`src/tkc_map.svh`:
```
// Purpose: register indices, field positions, reset values and timing constants
// Assumes: byte address of a register is four times its index
// Notes: definitions only
`ifndef TKC_MAP_SVH
`define TKC_MAP_SVH

`define TKC_APB_AW 20
`define TKC_IDX_W 18
`define TKC_IDX_CTRL_A 18'h0a018
`define TKC_IDX_TIMING_B 18'h0a019
`define TKC_IDX_CTRL_C 18'h0a01a
`define TKC_IDX_CTRL_D 18'h0a01b
`define TKC_IDX_HIGH_L 18'h0a01c
`define TKC_IDX_HIGH_H 18'h0a01d
`define TKC_IDX_LOW_L 18'h0a01e
`define TKC_IDX_LOW_H 18'h0a01f
`define TKC_IDX_BASE_L 18'h0a028
`define TKC_IDX_BASE_H 18'h0a029
`define TKC_IDX_THR_L 18'h0a02a
`define TKC_IDX_THR_H 18'h0a02b
`define TKC_RST_BYTE 8'h00

// control a
`define TKC_A_ENABLE 7
`define TKC_A_CLKSEL_HI 6
`define TKC_A_CLKSEL_LO 4
`define TKC_A_GUARD 3
`define TKC_A_IRQEN 2
`define TKC_A_LOWPWR 1
`define TKC_A_AUTO 0
// timing b
`define TKC_B_RPT_HI 7
`define TKC_B_RPT_LO 6
`define TKC_B_SETTLE_HI 5
`define TKC_B_SETTLE_LO 4
`define TKC_B_SLEEP_HI 3
`define TKC_B_SLEEP_LO 2
`define TKC_B_NF_HI 1
`define TKC_B_NF_LO 0
// control c
`define TKC_C_SLOW_HI 7
`define TKC_C_SLOW_LO 6
`define TKC_C_LEN_HI 5
`define TKC_C_LEN_LO 3
`define TKC_C_BASEINI 2
`define TKC_C_THRREL 1
`define TKC_C_AUTONF 0
// control d
`define TKC_D_CAP_HI 7
`define TKC_D_CAP_LO 5
`define TKC_D_SDLYEN 4
`define TKC_D_RANDEN 3
`define TKC_D_NFFLAG 2
`define TKC_D_IRQFLAG 1
`define TKC_D_START 0

// touch clock divisors, minus one, for select codes 0..6
`define TKC_DIV0_M1 5'h01
`define TKC_DIV1_M1 5'h03
`define TKC_DIV2_M1 5'h05
`define TKC_DIV3_M1 5'h07
`define TKC_DIV4_M1 5'h09
`define TKC_DIV5_M1 5'h0f
`define TKC_DIV6_M1 5'h1f
`define TKC_CLKSEL_SLOW 3'h7

// sequence lengths minus one
`define TKC_LEN0_M1 16'h03ff
`define TKC_LEN1_M1 16'h07ff
`define TKC_LEN2_M1 16'h0fff
`define TKC_LEN3_M1 16'h1fff
`define TKC_LEN4_M1 16'h2fff
`define TKC_LEN5_M1 16'h3fff
`define TKC_LEN6_M1 16'h7fff
`define TKC_LEN7_M1 16'hffff

`define TKC_RPT0 5'h01
`define TKC_RPT1 5'h04
`define TKC_RPT2 5'h08
`define TKC_RPT3 5'h10
`define TKC_SETTLE_SHIFT 2
`define TKC_SLEEP_SHIFT 8
`define TKC_NF_SHIFT 3
`define TKC_AVG_BASE_SHIFT 5
`define TKC_DISCARD_EDGES 2'h2
`define TKC_LFSR_SEED 16'hace1
`define TKC_DUTY_MAX 16'hffff

`endif

```
`src/tkc_pkg.sv`:
```
// Purpose: shared types of the touch key conversion control
// Assumes: tkc_map.svh holds all numbers
// Notes: none
package tkc_pkg;
    typedef enum logic [2:0] {
        TKC_IDLE,
        TKC_SLEEP_DLY,
        TKC_SETTLE,
        TKC_COUNT,
        TKC_FINISH
    } tkc_state_type;
endpackage

```
`src/tkc_touch_key_ctrl.sv`:
```
// Purpose: dual-slope touch key conversion sequencer with apb registers
// Assumes: apb master runs on ref_clk; comparator output and slow oscillator are asynchronous
// Notes: apb answers with one wait state
//
// What this block does
// - clearing enable idles and clears converter
// - clock select picks divided system/slow clock
// - guard enable drives guard buffer enable
// - interrupt at end of whole sequence
// - auto threshold gives interrupt and wakeup
// - interrupt generation sets interrupt flag
// - low power bit sets comparator low power
// - auto compares duty against absolute/relative threshold
// - start bit begins one normal sequence
// - repeat field gives 1/4/8/16 cycles
// - settling delay (n+1)*4 touch clocks
// - auto start idle (n+1)*256 touch clocks
// - filter ignores constant level beyond n*8
// - cycle counter runs while filter rejects
// - first comparator edges are discarded
// - high/low times accumulate across sequence
// - equalize before and after each sequence
// - pseudo-random charge/discharge timing option
// - baseline keeps slow moving duty average
// - alternating charge and discharge phases
// - relative select adds baseline to threshold
// - start self-clears, busy shows running
// - sequence length 1024 to 65536 cycles
//
// Implementation choice: the APB slave port.
`timescale 1ns/1ps
`include "tkc_map.svh"

module tkc_touch_key_ctrl (
    input wire logic ref_clk,
    input wire logic rst_b,
    input wire logic psel,
    input wire logic penable,
    input wire logic pwrite,
    input wire logic [`TKC_APB_AW-1:0] paddr,
    input wire logic [31:0] pwdata,
    output logic [31:0] prdata,
    output logic pready,
    output logic pslverr,
    input wire logic cmpOut,
    input wire logic slowOsc,
    output logic convEnable,
    output logic guardDriveEn,
    output logic lowPowerCmp,
    output logic equalizeOn,
    output logic chargePhase,
    output logic [2:0] chargeCapSel,
    output logic irq,
    output logic wakeup
);
    import tkc_pkg::*;

    tkc_state_type state_q;
    logic [7:0] ctrlA_q, timingB_q, ctrlC_q;
    logic [2:0] capSel_q;
    logic delayEn_q, randEn_q, nfFlag_q, irqFlag_q, start_q;
    logic [15:0] highDuty_q, lowDuty_q, base_q, thr_q;
    logic [1:0] syncIn [3];
    logic [1:0] inLvl_q, inPrev_q;
    logic [4:0] divCnt_q;
    logic slowHalf_q, tick_q;
    logic [15:0] phaseCnt_q, lfsr_q;
    logic [4:0] repCnt_q, runCnt_q;
    logic [1:0] edgeCnt_q;
    logic firstAuto_q, prevCmp_q;
    logic [31:0] prdata_q;
    logic pready_q, pslverr_q, convEnable_q, guard_q, lowPower_q, equalize_q;
    logic chargePhase_q, irq_q, wakeup_q;

    // decoded fields
    logic enable, autoMode, irqEn, relSel, baseIni, autoNf;
    logic [2:0] clkSel, lenSel;
    logic [1:0] rptSel, settleSel, sleepSel, nfSel, slowSel;
    assign enable = ctrlA_q[`TKC_A_ENABLE];
    assign autoMode = ctrlA_q[`TKC_A_AUTO];
    assign irqEn = ctrlA_q[`TKC_A_IRQEN];
    assign clkSel = ctrlA_q[`TKC_A_CLKSEL_HI:`TKC_A_CLKSEL_LO];
    assign rptSel = timingB_q[`TKC_B_RPT_HI:`TKC_B_RPT_LO];
    assign settleSel = timingB_q[`TKC_B_SETTLE_HI:`TKC_B_SETTLE_LO];
    assign sleepSel = timingB_q[`TKC_B_SLEEP_HI:`TKC_B_SLEEP_LO];
    assign nfSel = timingB_q[`TKC_B_NF_HI:`TKC_B_NF_LO];
    assign slowSel = ctrlC_q[`TKC_C_SLOW_HI:`TKC_C_SLOW_LO];
    assign lenSel = ctrlC_q[`TKC_C_LEN_HI:`TKC_C_LEN_LO];
    assign baseIni = ctrlC_q[`TKC_C_BASEINI];
    assign relSel = ctrlC_q[`TKC_C_THRREL];
    assign autoNf = ctrlC_q[`TKC_C_AUTONF];

    // apb decode: one wait state so read data comes from a flop
    logic [`TKC_IDX_W-1:0] idx;
    logic wrDone, accPhase, mapped;
    assign idx = paddr[`TKC_APB_AW-1:2];
    assign accPhase = psel && penable;
    assign wrDone = accPhase && pready_q && pwrite && !pslverr_q;
    always_comb begin
        mapped = (paddr[1:0] == 2'h0);
        case (idx)
            `TKC_IDX_CTRL_A, `TKC_IDX_TIMING_B, `TKC_IDX_CTRL_C, `TKC_IDX_CTRL_D,
            `TKC_IDX_HIGH_L, `TKC_IDX_HIGH_H, `TKC_IDX_LOW_L, `TKC_IDX_LOW_H,
            `TKC_IDX_BASE_L, `TKC_IDX_BASE_H, `TKC_IDX_THR_L, `TKC_IDX_THR_H: begin
            end
            default: mapped = 1'b0;
        endcase
    end

    logic [7:0] rdByte;
    always_comb begin
        case (idx)
            `TKC_IDX_CTRL_A: rdByte = ctrlA_q;
            `TKC_IDX_TIMING_B: rdByte = timingB_q;
            `TKC_IDX_CTRL_C: rdByte = ctrlC_q;
            `TKC_IDX_CTRL_D: rdByte = {capSel_q, delayEn_q, randEn_q, nfFlag_q, irqFlag_q,
                                        state_q != TKC_IDLE};
            `TKC_IDX_HIGH_L: rdByte = highDuty_q[7:0];
            `TKC_IDX_HIGH_H: rdByte = highDuty_q[15:8];
            `TKC_IDX_LOW_L: rdByte = lowDuty_q[7:0];
            `TKC_IDX_LOW_H: rdByte = lowDuty_q[15:8];
            `TKC_IDX_BASE_L: rdByte = base_q[7:0];
            `TKC_IDX_BASE_H: rdByte = base_q[15:8];
            `TKC_IDX_THR_L: rdByte = thr_q[7:0];
            `TKC_IDX_THR_H: rdByte = thr_q[15:8];
            default: rdByte = `TKC_RST_BYTE;
        endcase
    end

    always_ff @(posedge ref_clk or negedge rst_b) begin
        if (!rst_b) begin
            pready_q <= 1'b0;
            pslverr_q <= 1'b0;
            prdata_q <= 32'h0000_0000;
        end else begin
            pready_q <= accPhase && !pready_q;
            pslverr_q <= accPhase && !pready_q && !mapped;
            if (accPhase && !pready_q)
                prdata_q <= {24'h00_0000, (mapped && !pwrite) ? rdByte : `TKC_RST_BYTE};
        end
    end

    // plain software registers
    always_ff @(posedge ref_clk or negedge rst_b) begin
        if (!rst_b) begin
            ctrlA_q <= `TKC_RST_BYTE;
            timingB_q <= `TKC_RST_BYTE;
            ctrlC_q <= `TKC_RST_BYTE;
            capSel_q <= 3'h0;
            delayEn_q <= 1'b0;
            randEn_q <= 1'b0;
            thr_q <= 16'h0000;
        end else if (wrDone) begin
            case (idx)
                `TKC_IDX_CTRL_A: ctrlA_q <= pwdata[7:0];
                `TKC_IDX_TIMING_B: timingB_q <= pwdata[7:0];
                `TKC_IDX_CTRL_C: ctrlC_q <= pwdata[7:0];
                `TKC_IDX_CTRL_D: begin
                    capSel_q <= pwdata[`TKC_D_CAP_HI:`TKC_D_CAP_LO];
                    delayEn_q <= pwdata[`TKC_D_SDLYEN];
                    randEn_q <= pwdata[`TKC_D_RANDEN];
                end
                `TKC_IDX_THR_L: thr_q[7:0] <= pwdata[7:0];
                `TKC_IDX_THR_H: thr_q[15:8] <= pwdata[7:0];
                default: begin
                end
            endcase
        end
    end

    // async inputs: three flops, a change counts once stages two and three agree
    genvar g;
    generate
        for (g = 0; g < 2; g++) begin : gSync
            always_ff @(posedge ref_clk or negedge rst_b) begin
                if (!rst_b) begin
                    syncIn[0][g] <= 1'b0;
                    syncIn[1][g] <= 1'b0;
                    syncIn[2][g] <= 1'b0;
                    inLvl_q[g] <= 1'b0;
                    inPrev_q[g] <= 1'b0;
                end else begin
                    syncIn[0][g] <= (g == 0) ? cmpOut : slowOsc;
                    syncIn[1][g] <= syncIn[0][g];
                    syncIn[2][g] <= syncIn[1][g];
                    if (syncIn[1][g] == syncIn[2][g])
                        inLvl_q[g] <= syncIn[2][g];
                    inPrev_q[g] <= inLvl_q[g];
                end
            end
        end
    endgenerate

    logic cmpLvl, slowRise;
    assign cmpLvl = inLvl_q[0];
    assign slowRise = inLvl_q[1] && !inPrev_q[1];

    // touch clock as a one-cycle tick
    logic [4:0] divM1;
    always_comb begin
        case (clkSel)
            3'h0: divM1 = `TKC_DIV0_M1;
            3'h1: divM1 = `TKC_DIV1_M1;
            3'h2: divM1 = `TKC_DIV2_M1;
            3'h3: divM1 = `TKC_DIV3_M1;
            3'h4: divM1 = `TKC_DIV4_M1;
            3'h5: divM1 = `TKC_DIV5_M1;
            default: divM1 = `TKC_DIV6_M1;
        endcase
    end

    always_ff @(posedge ref_clk or negedge rst_b) begin
        if (!rst_b) begin
            divCnt_q <= 5'h00;
            slowHalf_q <= 1'b0;
            tick_q <= 1'b0;
        end else if (!enable) begin
            divCnt_q <= 5'h00;
            slowHalf_q <= 1'b0;
            tick_q <= 1'b0;
        end else if (clkSel == `TKC_CLKSEL_SLOW) begin
            if (slowRise)
                slowHalf_q <= !slowHalf_q;
            tick_q <= slowRise && slowHalf_q;
            divCnt_q <= 5'h00;
        end else begin
            tick_q <= (divCnt_q >= divM1);
            divCnt_q <= (divCnt_q >= divM1) ? 5'h00 : divCnt_q + 5'h01;
        end
    end

    // sequence targets
    logic [15:0] lenM1, settleM1, sleepM1;
    logic [4:0] rptTarget, nfLimit;
    always_comb begin
        case (lenSel)
            3'h0: lenM1 = `TKC_LEN0_M1;
            3'h1: lenM1 = `TKC_LEN1_M1;
            3'h2: lenM1 = `TKC_LEN2_M1;
            3'h3: lenM1 = `TKC_LEN3_M1;
            3'h4: lenM1 = `TKC_LEN4_M1;
            3'h5: lenM1 = `TKC_LEN5_M1;
            3'h6: lenM1 = `TKC_LEN6_M1;
            default: lenM1 = `TKC_LEN7_M1;
        endcase
        case (rptSel)
            2'h0: rptTarget = `TKC_RPT0;
            2'h1: rptTarget = `TKC_RPT1;
            2'h2: rptTarget = `TKC_RPT2;
            default: rptTarget = `TKC_RPT3;
        endcase
    end
    assign settleM1 = ({14'h0000, settleSel} + 16'h0001) * 16'(1 << `TKC_SETTLE_SHIFT)
                      - 16'h0001;
    assign sleepM1 = ({14'h0000, sleepSel} + 16'h0001) * 16'(1 << `TKC_SLEEP_SHIFT)
                     - 16'h0001;
    assign nfLimit = 5'({nfSel, 3'h0});

    // noise filter and edge discard
    logic nfOn, nfHit, reject, cmpEdge, accumOk;
    assign cmpEdge = cmpLvl != prevCmp_q;
    assign nfHit = (nfSel != 2'h0) && (runCnt_q >= nfLimit);
    assign nfOn = !autoMode || autoNf;
    assign reject = nfOn && nfHit;
    assign accumOk = (edgeCnt_q == `TKC_DISCARD_EDGES) && !reject;

    // auto threshold and baseline
    logic [16:0] thrEff;
    logic wakeHit;
    logic signed [16:0] baseDiff, baseStep;
    assign thrEff = relSel ? {1'b0, thr_q} + {1'b0, base_q} : {1'b0, thr_q};
    assign wakeHit = {1'b0, lowDuty_q} > thrEff;
    assign baseDiff = $signed({1'b0, lowDuty_q}) - $signed({1'b0, base_q});
    assign baseStep = baseDiff >>> (`TKC_AVG_BASE_SHIFT + slowSel);

    logic seqStart, lastCycle, finishNow;
    assign seqStart = (state_q == TKC_IDLE) && enable && (autoMode || start_q);
    assign lastCycle = (phaseCnt_q == lenM1) && (repCnt_q == rptTarget - 5'h01);
    assign finishNow = state_q == TKC_FINISH;

    // sequencer
    always_ff @(posedge ref_clk or negedge rst_b) begin
        if (!rst_b) begin
            state_q <= TKC_IDLE;
            phaseCnt_q <= 16'h0000;
            repCnt_q <= 5'h00;
        end else if (!enable) begin
            state_q <= TKC_IDLE;
            phaseCnt_q <= 16'h0000;
            repCnt_q <= 5'h00;
        end else begin
            case (state_q)
                TKC_IDLE: begin
                    phaseCnt_q <= 16'h0000;
                    repCnt_q <= 5'h00;
                    if (seqStart)
                        state_q <= (autoMode && delayEn_q) ? TKC_SLEEP_DLY : TKC_SETTLE;
                end
                TKC_SLEEP_DLY, TKC_SETTLE: begin
                    if (tick_q) begin
                        if (phaseCnt_q == ((state_q == TKC_SETTLE) ? settleM1 : sleepM1)) begin
                            phaseCnt_q <= 16'h0000;
                            state_q <= (state_q == TKC_SETTLE) ? TKC_COUNT : TKC_SETTLE;
                        end else begin
                            phaseCnt_q <= phaseCnt_q + 16'h0001;
                        end
                    end
                end
                TKC_COUNT: begin
                    // the cycle counter ignores the filter, so duty sums may fall short
                    if (tick_q) begin
                        if (lastCycle) begin
                            state_q <= TKC_FINISH;
                        end else if (phaseCnt_q == lenM1) begin
                            phaseCnt_q <= 16'h0000;
                            repCnt_q <= repCnt_q + 5'h01;
                        end else begin
                            phaseCnt_q <= phaseCnt_q + 16'h0001;
                        end
                    end
                end
                TKC_FINISH: state_q <= TKC_IDLE;
                default: state_q <= TKC_IDLE;
            endcase
        end
    end

    // accumulation, filter run length, random sequence
    always_ff @(posedge ref_clk or negedge rst_b) begin
        if (!rst_b) begin
            highDuty_q <= 16'h0000;
            lowDuty_q <= 16'h0000;
            runCnt_q <= 5'h00;
            edgeCnt_q <= 2'h0;
            prevCmp_q <= 1'b0;
            lfsr_q <= `TKC_LFSR_SEED;
            chargePhase_q <= 1'b0;
        end else if (!enable || seqStart) begin
            highDuty_q <= 16'h0000;
            lowDuty_q <= 16'h0000;
            runCnt_q <= 5'h00;
            edgeCnt_q <= 2'h0;
            prevCmp_q <= cmpLvl;
            lfsr_q <= `TKC_LFSR_SEED;
            chargePhase_q <= 1'b0;
        end else if (tick_q && (state_q == TKC_SETTLE || state_q == TKC_COUNT)) begin
            lfsr_q <= {lfsr_q[14:0], lfsr_q[15] ^ lfsr_q[13] ^ lfsr_q[12] ^ lfsr_q[10]};
            chargePhase_q <= randEn_q ? lfsr_q[15] : !chargePhase_q;
            if (state_q == TKC_COUNT) begin
                prevCmp_q <= cmpLvl;
                if (cmpEdge && edgeCnt_q != `TKC_DISCARD_EDGES)
                    edgeCnt_q <= edgeCnt_q + 2'h1;
                runCnt_q <= cmpEdge ? 5'h00 : (runCnt_q == 5'h1f ? runCnt_q : runCnt_q + 5'h01);
                if (accumOk) begin
                    if (cmpLvl && highDuty_q != `TKC_DUTY_MAX)
                        highDuty_q <= highDuty_q + 16'h0001;
                    if (!cmpLvl && lowDuty_q != `TKC_DUTY_MAX)
                        lowDuty_q <= lowDuty_q + 16'h0001;
                end
            end
        end
    end

    // flags: hardware set wins over a software clear; start bit: hardware clear wins over a software set
    logic wrD;
    assign wrD = wrDone && idx == `TKC_IDX_CTRL_D;
    always_ff @(posedge ref_clk or negedge rst_b) begin
        if (!rst_b) begin
            irqFlag_q <= 1'b0;
            nfFlag_q <= 1'b0;
            start_q <= 1'b0;
        end else begin
            if (finishNow && irqEn && (!autoMode || wakeHit))
                irqFlag_q <= 1'b1;
            else if (wrD && !pwdata[`TKC_D_IRQFLAG])
                irqFlag_q <= 1'b0;
            if (state_q == TKC_COUNT && tick_q && nfHit)
                nfFlag_q <= 1'b1;
            else if (wrD && !pwdata[`TKC_D_NFFLAG])
                nfFlag_q <= 1'b0;
            if (!enable || (finishNow && !autoMode))
                start_q <= 1'b0;
            else if (wrD && pwdata[`TKC_D_START] && !autoMode)
                start_q <= 1'b1;
        end
    end

    // baseline average; software may seed it
    always_ff @(posedge ref_clk or negedge rst_b) begin
        if (!rst_b) begin
            base_q <= 16'h0000;
            firstAuto_q <= 1'b1;
        end else begin
            if (!autoMode || !enable)
                firstAuto_q <= 1'b1;
            else if (finishNow)
                firstAuto_q <= 1'b0;
            if (wrDone && idx == `TKC_IDX_BASE_L)
                base_q[7:0] <= pwdata[7:0];
            else if (wrDone && idx == `TKC_IDX_BASE_H)
                base_q[15:8] <= pwdata[7:0];
            else if (finishNow && autoMode)
                base_q <= (firstAuto_q && baseIni) ? lowDuty_q
                          : 16'($signed({1'b0, base_q}) + baseStep);
        end
    end

    // analog controls and outputs, all from flops
    always_ff @(posedge ref_clk or negedge rst_b) begin
        if (!rst_b) begin
            convEnable_q <= 1'b0;
            guard_q <= 1'b0;
            lowPower_q <= 1'b0;
            equalize_q <= 1'b0;
            irq_q <= 1'b0;
            wakeup_q <= 1'b0;
        end else begin
            convEnable_q <= enable;
            guard_q <= enable && ctrlA_q[`TKC_A_GUARD];
            lowPower_q <= enable && ctrlA_q[`TKC_A_LOWPWR];
            equalize_q <= enable && state_q != TKC_COUNT;
            irq_q <= irqFlag_q && irqEn;
            wakeup_q <= finishNow && autoMode && irqEn && wakeHit;
        end
    end

    assign prdata = prdata_q;
    assign pready = pready_q;
    assign pslverr = pslverr_q;
    assign convEnable = convEnable_q;
    assign guardDriveEn = guard_q;
    assign lowPowerCmp = lowPower_q;
    assign equalizeOn = equalize_q;
    assign chargePhase = chargePhase_q;
    assign chargeCapSel = capSel_q;
    assign irq = irq_q;
    assign wakeup = wakeup_q;
endmodule

```
`config.mk`:
```
export PLATFORM = sky130hd
export DESIGN_NAME = tkc_touch_key_ctrl
export DESIGN_NICKNAME = d
export VERILOG_FILES = /design/src/tkc_pkg.sv /design/src/tkc_touch_key_ctrl.sv
export VERILOG_INCLUDE_DIRS = /design/src /design/src/src
export SDC_FILE = /design/constraint.sdc
export NUM_CORES = 1
export LEC_CHECK = 0
export ABC_AREA = 1
export BUFFER_PORTS_ARGS = -buffer_cell sky130_fd_sc_hd__buf_2
export CAP_MARGIN = 10
export CORE_UTILIZATION = 45
export DETAILED_ROUTE_END_ITERATION = 8
export PLACE_DENSITY_LB_ADDON = 0.12
export SYNTH_ARGS = -nofsm -noshare
export SYNTH_HDL_FRONTEND = slang
export SYNTH_SLANG_ARGS = --single-unit
```
`constraint.sdc`:
```
create_clock -name ref_clk -period 4.6 [get_ports ref_clk]
set_clock_uncertainty 0.1 [all_clocks]
set_input_delay 0.92 -clock ref_clk [delete_from_list [all_inputs] [get_ports ref_clk]]
set_output_delay 0.92 -clock ref_clk [all_outputs]
set_load 0.005 [all_outputs]
```
* Yosys cells after proc, flatten, opt, wreduce, memory -nomap -nowiden
Index checks and enable logic that the tools add are counted.
Cells by class: $add $sub $neg 16, order comparisons 3, equality and inequality tests 55, shift-type cells 1, multiplexer cells 77, bitwise operators 4, reduce and logical (&&, ||, !) cells 98
Operators with widths (number):
- 2-to-1 mux 16 bit | 21
- == test 18 x 16 -> 1 bit, second input constant | 12
- one-hot mux 16 bit (7 select lines) | 1
- one-hot mux 8 bit (12 select lines) | 1
- 2-to-1 mux 5 bit | 12
- adder 16 x 1 -> 16 bit, second input constant | 3
- one-hot mux 16 bit (3 select lines) | 1
- logical AND 1 bit | 40
- == test 16 bit | 2
- 2-to-1 mux 8 bit | 4
- != test 16 bit, second input constant | 2
- one-hot mux 5 bit (6 select lines) | 1
- nonzero test 2 bit | 13
- != test 3 bit, second input constant | 8
- == test 3 bit, second input constant | 7
- 2-to-1 mux 1 bit | 21
- AND reduction 2 bit | 10
- == test 3 x 2 -> 1 bit, second input constant | 6
- 2-to-1 mux 3 bit | 6
- adder 16 x 16 -> 17 bit | 1
- > comparator 16 x 17 -> 1 bit | 1
- 2-to-1 mux 17 bit | 1
- >>> shifter 17 x 4 -> 16 bit | 1
- subtractor 16 x 16 -> 17 bit | 1
- 37 further kinds | 78
Storage, ports and cells: bits in registers 178, input bits 59, output and inout port bits 44, logic and storage cells 299

* Depth between registers and ports, before layout
Gate-level depths: netlist of run 1.
depth in word-level cells 9, mapped depth 30, mapped depth without buffers 30

* Worst setup path before layout of run 1
OpenSTA, ideal clock, no wires.
path kind reg2reg, from register base_q[1], to register base_q[8], library setup time 0.131 ns, data arrival time 3.364 ns, required time 4.369 ns, path slack 1.005 ns, cell stages (with the launch flop) 25, buffers on the path 0, clock period less this slack 3.595 ns, cells stage by stage dfrtp_1 inv_1 ha_1 nand2_1 nand2_1 nand2_1 nand2_1 nand2_1 nand2_1 or2_2 nand3_1 nand3_1 nand3_1 nand2_1 ha_1 fa_1 nand2_1 nand2_1 nand2_1 nand2_1 a21boi_0 o21ai_0 xor2_1 o21ai_0 a22oi_1
Between the ends: cells in the longest elaborated chain, start to end 6
Ends and longest elaborated chain:
- start: declaration | line tkc_touch_key_ctrl.sv:62 | logic [15:0] highDuty_q, lowDuty_q, base_q, thr_q;
- start signal: assignment | line tkc_touch_key_ctrl.sv:399 | base_q[7:0] <= pwdata[7:0];
- start signal: assignment | line tkc_touch_key_ctrl.sv:403 | base_q <= (firstAuto_q && baseIni) ? lowDuty_q
- subtractor 16 x 16 -> 17 bit | line tkc_touch_key_ctrl.sv:273 | assign baseDiff = $signed({1'b0, lowDuty_q}) - $signed({1'b0, base_q});
- >>> shifter 17 x 4 -> 16 bit | line tkc_touch_key_ctrl.sv:274 | assign baseStep = baseDiff >>> (`TKC_AVG_BASE_SHIFT + slowSel);
- adder 16 bit (*) | line tkc_touch_key_ctrl.sv:404 | : 16'($signed({1'b0, base_q}) + baseStep);
- 2-to-1 mux 16 bit (*) | line tkc_touch_key_ctrl.sv:403
- 2-to-1 mux 16 bit (*) | line tkc_touch_key_ctrl.sv:402 | else if (finishNow && autoMode)
- 2-to-1 mux 8 bit (*) | line tkc_touch_key_ctrl.sv:400 | else if (wrDone && idx == `TKC_IDX_BASE_H)
Every way passes the cells marked *; elsewhere a longest branch is shown, timed or not. The select of a mux whose other input is x is not followed. A chain may end at the register's enable or synchronous reset.

* Final worst setup path of run 1
from register base_q[4], to register base_q[10]
Same word-level chain as after synthesis.

==> reports/metrics.csv, run 1 <==
stage,metric,value,unit
status,status,"finished, final reports clean",
sta,fmax,0.2378,GHz
final_layout,Layout area overhead,9.055,%
worst_setup_path,critical path class,register to register,
detailed_routing,Pre-Repair DR Iteration Count,6,
detailed_routing,DRC Markers,0,
die,Die Area,0.03110,sq mm
global_routing,GRT Util Overall,0.2849,
synthesis,number of synthesized register bits,178,
sta,Setup-failing EPs final,0,
power,peak supply drop,0.0002530,V
sta,PnR worst setup slack,0.3947,ns
final_layout,Nets,2153,
die,Ports,103,
detailed_routing,DR vias/cell,5.560,
synthesis,ys async rst share,1.000,
worst_setup_path,worst path required time,4.84,ns
power,Pleak,7.201,nW
global_routing,largest net degree at the start of global routing,108,
worst_setup_path,CP Launch Type,register,
clock_network,Worst-Skew Late Latency,0.45,ns
sta,RSZ-0062 raised after global routing,false,
detailed_routing,final WL,43480,um
final_layout,most frequent cells in the layout,"459 x nand2_1, 254 x inv_1, 189 x nand3_1",
global_routing,first-pass GRT wire length,68060,um
clock_network,"CTS clk-pin slew, worst paths",0.08,ns
final_layout,n_diodes,0,
final_layout,share of post-route cells with drive strength above 1,0.08412,
synthesis,Post-synth EDFFs,0,
clock_network,Clock Sinks,178,
sta,Slew HR,0.3612,
global_routing,vias in the first global route,12160,
final_layout,fillers,3032,
clock_network,CTS root buffer,clkbuf_16,
detailed_routing,First DRT Iteration DRCs,1140,
die,Die Wd,176.4,um
detailed_routing,DRT antenna net count,0,
worst_setup_path,R2R cell count,26,
detailed_routing,wire per inst,18.03,um
placement,RePlAce Congestion,0.9815,
sta,min Tclk post-route,4.205,ns
clock_network,CTS buffer count,17,
power,power per cell area,215.0,mW/mm^2
global_routing,total gr overflow,0,
worst_setup_path,crit end category,register,
job,Max-Cap Viols,0,
clock_network,clock tree buffer depth,2,
sta,period utilisation layout,0.9142,
placement,number of port buffers,54,
clock_network,CTS tree,built,
hold_path,Hold Path Stages,0,
worst_setup_path,CP Data Arrival Time,4.45,ns
die,die height,176.4,um
worst_setup_path,crit-path max FO,4,
synthesis,Cells after Synth,1956,
synthesis,predominant post-synthesis flop cell,dfrtp_1,
detailed_routing,vias,13410,
placement,dpl hpwl,33650,um
sta,Slew Limit Fails,0,
synthesis,Synth warnings,0,
die,Starting Density,0.4591,
clock_network,H-tree Lvls,4,
synthesis,post-synth cell types,60,
die,Core Rows,63,
sta,Fin. Hold Viols,0,
synthesis,register area share after synthesis,0.3264,
global_routing,initial antenna violation count,1,
sta,Slew @ Worst Pin,0.9582,ns
synthesis,Syn Area/Cell,6.994,sq um
placement,"worst slack, placed",0.3750,ns
hold_path,class of the worst hold path,register to register,
final_layout,"commonest non-fill, non-tap cell in the layout",nand2_1,
synthesis,mapped cell area,0.01368,sq mm
sta,setup TNS,0,ns
die,CORE AREA,0.02980,sq mm
==> registers in the layout, indices dropped and copies added, names as in the netlist, 2 cells and up <==
name,cells
base_q,16
chargeCapSel,3
ctrlA_q,8
ctrlC_q,8
divCnt_q,5
edgeCnt_q,2
highDuty_q,16
lfsr_q,16
lowDuty_q,16
phaseCnt_q,16
prdata,8
repCnt_q,5
runCnt_q,5
state_q,3
syncIn,6
thr_q,16
timingB_q,8
==> layout make-up <==
class | count | area, sq um | share of cell area
clock buffer | 17 | 425.4 | 0.02852
tap | 390 | 488.0 | 0.03271
sequential | 178 | 4467 | 0.2994
clock inverter | 15 | 182.7 | 0.01225
multi-input combinational | 1481 | 7971 | 0.5343
timing repair buffer | 69 | 404.1 | 0.02709
inverter | 261 | 979.7 | 0.06567
==> metrics by stage <==
stage / hold WS, ns / total power [W] / instances / cell area [sq um] / utilization
6_report: 0.2576 / 0.003207 / 2411 / 14920 / 0.5007
5_1_grt: 0.2623 / 0.003303 / 2411 / 14920 / 0.5007
4_1_cts: 0.2598 / 0.003235 / 2411 / 14920 / 0.5006
3_5_place_dp: 0.2433 / 0.001708 / 2379 / 14310 / 0.4802
3_3_place_gp: 0.2315 / 0.001706 / 2379 / 14310 / 0.4802
2_1_floorplan: 0.2312 / 0.001649 / 1979 / 13770 / -
==> synthesized netlist by cell type, drive strengths merged (6+ instances only) <==
library cell / number / area share
nand2: 466 / 0.13
inv: 259 / 0.071
nand3: 194 / 0.073
nor2: 189 / 0.055
dfrtp: 169 / 0.31
o21ai: 162 / 0.061
a21oi: 98 / 0.037
ha: 84 / 0.077
nor3: 49 / 0.021
xor2: 41 / 0.026
buf: 39 / 0.020
nand4: 26 / 0.013
o211ai: 22 / 0.012
clkbuf: 20 / 0.0055
a31oi: 15 / 0.0069
nand3b: 14 / 0.0077
o22ai: 12 / 0.0055
xnor2: 12 / 0.0077
o21bai: 10 / 0.0055
dfstp: 9 / 0.017
nor4: 8 / 0.0048
or2: 8 / 0.0037
o31ai: 7 / 0.0038
a21o: 6 / 0.0033
o221ai: 6 / 0.0038
==> path summary, 6_finish.rpt <==
kind | slack (ns) | startpoint | endpoint
worst max-delay path | 0.39 | base_q[4] | base_q[10]
worst min-delay path | 0.26 | syncIn[5] | syncIn[3]
worst max register to register | 0.39 | base_q[4] | base_q[10]
worst min register to register | 0.26 | syncIn[5] | syncIn[3]
max in group asynchronous | 3.09 | rst_b | lfsr_q[15]
min in group asynchronous | 0.45 | rst_b | base_q[14]
==> power breakdown <==
group	internal [W]	leakage, nW	switching (W)
logic	0.0000210	4.51	0.0000788
registers	0.00157	2.39	0.00000477
clock network	0.000785	0.298	0.000747
==> timing repair <==
item	in CTS	in global routing
gates resized for setup	0	3
setup endpoints to repair	0	5
hold buffers	0	0
setup buffers	0	0
==> layer usage <==
metal / track usage / part of all wire / up-vias / routed length [um]
met2: 0.4172 / 0.43 / 490 / 18500
met3: 0.04996 / 0.075 / 59 / 3266
li1: - / - / 6545 / -
met5: 0 / 0.00025 / - / 11
met1: 0.4265 / 0.48 / 6309 / 20760
met4: 0.07866 / 0.021 / 2 / 934
==> worst max-delay path: stages (launching register included) <==
cell      delay (ns)
dfrtp_1         0.44
inv_1           0.14
ha_1            0.37
nand2_1         0.13
nor2_1          0.12
nand2_1         0.08
nand2_1         0.12
a21oi_1         0.10
or2_2           0.30
nand3_1         0.09
nand3_1         0.12
nand3_1         0.10
nand2_1         0.06
ha_1            0.23
fa_1            0.40
nand2_1         0.10
nand2_1         0.06
nand2_1         0.05
nand2_1         0.12
a21boi_1        0.23
o21ai_0         0.17
nand3_1         0.13
nand2_1         0.06
nand2_1         0.05
nand3_1         0.07
nand2_1         0.09
a21oi_1         0.06
==> kinds of logic (layout without fill, tap and decap cells) <==
family                   after synthesis  count (layout)  synth area share
AO/OA/AOI/OAI                        351             351            0.1466
XOR/XNOR                              53              53           0.03393
buffers and inverters                320             362           0.09714
adder cells (fa/ha/maj)               88              88           0.08122
flip-flops                           178             178            0.3264
multiplexers                           1               1         0.0007318
AND/OR/NAND/NOR                      964             964            0.3136
other                                  1              24         0.0002741
(Power assumes the default switching activity.)
==> run 2: changes to the inputs <==
--- a/config.mk
+++ b/config.mk
@@ -9,9 +9,10 @@
 export ABC_AREA = 1
 export BUFFER_PORTS_ARGS = -buffer_cell sky130_fd_sc_hd__buf_2
 export CAP_MARGIN = 10
-export CORE_UTILIZATION = 45
+export CORE_UTILIZATION = 50
+export CTS_BUF_LIST = sky130_fd_sc_hd__clkbuf_16
 export DETAILED_ROUTE_END_ITERATION = 8
-export PLACE_DENSITY_LB_ADDON = 0.12
+export PLACE_DENSITY = 0.71
 export SYNTH_ARGS = -nofsm -noshare
 export SYNTH_HDL_FRONTEND = slang
 export SYNTH_SLANG_ARGS = --single-unit
==> run 2 against run 1 <==
  * Routed wire length down 4.6%
  * First-iteration DRC count up 21%
  * Total power down 2.9%
  * Global-route usage up 1.7 points
  * Register-to-register slack about the same
  * Sequential power about the same
  * Sequential cell count unchanged
  * Non-clock buffer count down 1
  * Design area down 0.68%
  * Critical path depth unchanged
  * Count of clock-buffer cells in the layout unchanged
  * Clock power down 6%
  * Critical path type unchanged
  * Critical endpoint unchanged
  * Largest cell class unchanged
==> reports/metrics.csv, run 2 (synthesis results as in run 1) <==
stage,metric,value,unit,change
power,peak supply drop,0.0001913,V,-24%
final_layout,most frequent cells in the layout,"459 x nand2_1, 254 x inv_1, 189 x nand3_1",,
sta,period utilisation layout,0.9161,,+0.001947
global_routing,initial antenna violation count,0,,-1
worst_setup_path,worst path required time,4.84,ns,about the same
clock_network,CTS tree,built,,
detailed_routing,final WL,41470,um,-4.6%
power,power per cell area,210.2,mW/mm^2,-2.2%
detailed_routing,Pre-Repair DR Iteration Count,6,,unchanged
job,Max-Cap Viols,0,,unchanged
sta,setup TNS,0,ns,unchanged
final_layout,n_diodes,0,,unchanged
worst_setup_path,Reg-to-Reg Start,base_q[3],,
clock_network,"CTS clk-pin slew, worst paths",0.09,ns,about the same
global_routing,vias in the first global route,12340,,+1.5%
detailed_routing,DRC Markers,0,,unchanged
hold_path,Hold Path Stages,0,,unchanged
final_layout,"commonest non-fill, non-tap cell in the layout",nand2_1,,
final_layout,Nets,2152,,-0.046%
final_layout,Finished Cell Area,0.01482,sq mm,-0.68%
sta,Slew Limit Fails,0,,unchanged
detailed_routing,wire per inst,17.56,um,-2.6%
sta,Setup-failing EPs final,0,,unchanged
detailed_routing,DR vias/cell,5.706,,+2.6%
sta,Fin. Hold Viols,0,,unchanged
power,Pleak,7.180,nW,-0.28%
worst_setup_path,critical path class,register to register,,
die,Die Area,0.02802,sq mm,-9.9%
hold_path,Hold Startpoint,syncIn[5],,
die,Ports,103,,unchanged
sta,fmax,0.2373,GHz,-0.21%
hold_path,class of the worst hold path,register to register,,
die,Core Rows,60,,-4.8%
sta,Slew @ Worst Pin,0.7723,ns,-0.1859 ns
sta,worst hold margin,0.2630,ns,+0.005391 ns
worst_setup_path,worst setup path start,base_q[3],,
global_routing,GRT Util Overall,0.3023,,+0.01738
status,status,"finished, final reports clean",,
clock_network,Worst-Skew Late Latency,0.45,ns,about the same
sta,Slew HR,0.4851,,+0.1240
final_layout,Layout area overhead,8.314,%,
worst_setup_path,CP Launch Type,register,,
worst_setup_path,crit end category,register,,
placement,number of port buffers,54,,unchanged
die,CORE AREA,0.02688,sq mm,-9.8%
die,Starting Density,0.5090,,+0.04989
sta,RSZ-0062 raised after global routing,false,,
placement,dpl hpwl,32420,um,-3.6%
clock_network,Post-CTS Hold Buffers,0,,unchanged
clock_network,CTS root buffer,clkbuf_16,,
die,Die Wd,167.4,um,-5.1%
global_routing,largest net degree at the start of global routing,79,,-27%
global_routing,total gr overflow,0,,unchanged
detailed_routing,First DRT Iteration DRCs,1383,,+21%
placement,RePlAce Congestion,0.9844,,+0.30%
clock_network,CTS buffer count,17,,unchanged
worst_setup_path,Worst path slowest cell,dfrtp_1,,
global_routing,first-pass GRT wire length,66030,um,-3.0%
clock_network,clock tree buffer depth,2,,unchanged
final_layout,share of post-route cells with drive strength above 1,0.08317,,-0.0009485
worst_setup_path,CP Data Arrival Time,4.46,ns,about the same
detailed_routing,vias,13470,,+0.50%
worst_setup_path,R2R cell count,26,,unchanged
clock_network,Clock Sinks,178,,unchanged
sta,min Tclk post-route,4.214,ns,+0.008956 ns
worst_setup_path,crit-path max FO,4,,unchanged
detailed_routing,DRT antenna net count,0,,unchanged
worst_setup_path,"slowest stage delay, CP",0.47,ns,+0.03 ns
die,die height,167.4,um,-5.1%
worst_setup_path,cell repeated most along the worst path,nand2_1,,
clock_network,H-tree Lvls,4,,unchanged
placement,Placement Cell Area,0.01424,sq mm,-0.48%
run 2: report_power, final:
group,switching [W],internal (W),leakage (nW)
combinational,0.0000784,0.0000210,4.50
clock,0.000720,0.000720,0.282
sequential,0.00000486,0.00157,2.40
total,0.000803,0.00231,7.18
run 2: final timing paths:
path / to / slack (ns)
worst max register to register: base_q[10] / 0.39
worst min-delay path: syncIn[3] / 0.26
worst max-delay path: base_q[10] / 0.39
min in group asynchronous: base_q[12] / 0.41
max in group asynchronous: firstAuto_q / 3.01
worst min register to register: syncIn[3] / 0.26
run 2: what timing repair did:
action	4_1_cts	5_1_grt
setup buffers	0	0
resized for setup	0	2
endpoints found under the setup margin	0	3
run 2: critical path, delay by kind of cell (launching register included):
kind,cells,cell delay (ns)
flops,1,0.47
fa+ha+maj,3,0.97
compound gates,4,0.57
buf+inv,1,0.16
simple gates,18,1.86
run 2: layer usage:
layer  wire [um]  vias up  share of wire  track usage
li1            -     6537              -            -
met3        3379       70          0.081      0.06689
met4        1032        0          0.025      0.08895
met1       18770     6335           0.45       0.4250
met2       18280      530           0.44       0.4643
met5           0        -              0            0
run 2: per-stage QoR:
step	utilization	instances	total power, W	setup slack, ns
5_1_grt	0.5513	2361	0.003216	0.03219
6_report	0.5513	2361	0.003115	0.3857
2_1_floorplan	-	1979	0.001649	1.005
3_3_place_gp	0.5298	2329	0.001706	0.3546
3_5_place_dp	0.5298	2329	0.001708	0.3103
4_1_cts	0.5513	2361	0.003146	0.3079
run 2: area by class of cell:
| type | count | area [sq um] |
|---|---|---|
| fill | 2632 | 12060 |
| inverter | 261 | 979.7 |
| sequential | 178 | 4467 |
| multi-input combinational | 1481 | 7971 |
| tap | 341 | 426.7 |
| clock buffer | 17 | 425.4 |
| clock inverter | 15 | 150.1 |
| timing repair buffer | 68 | 396.6 |
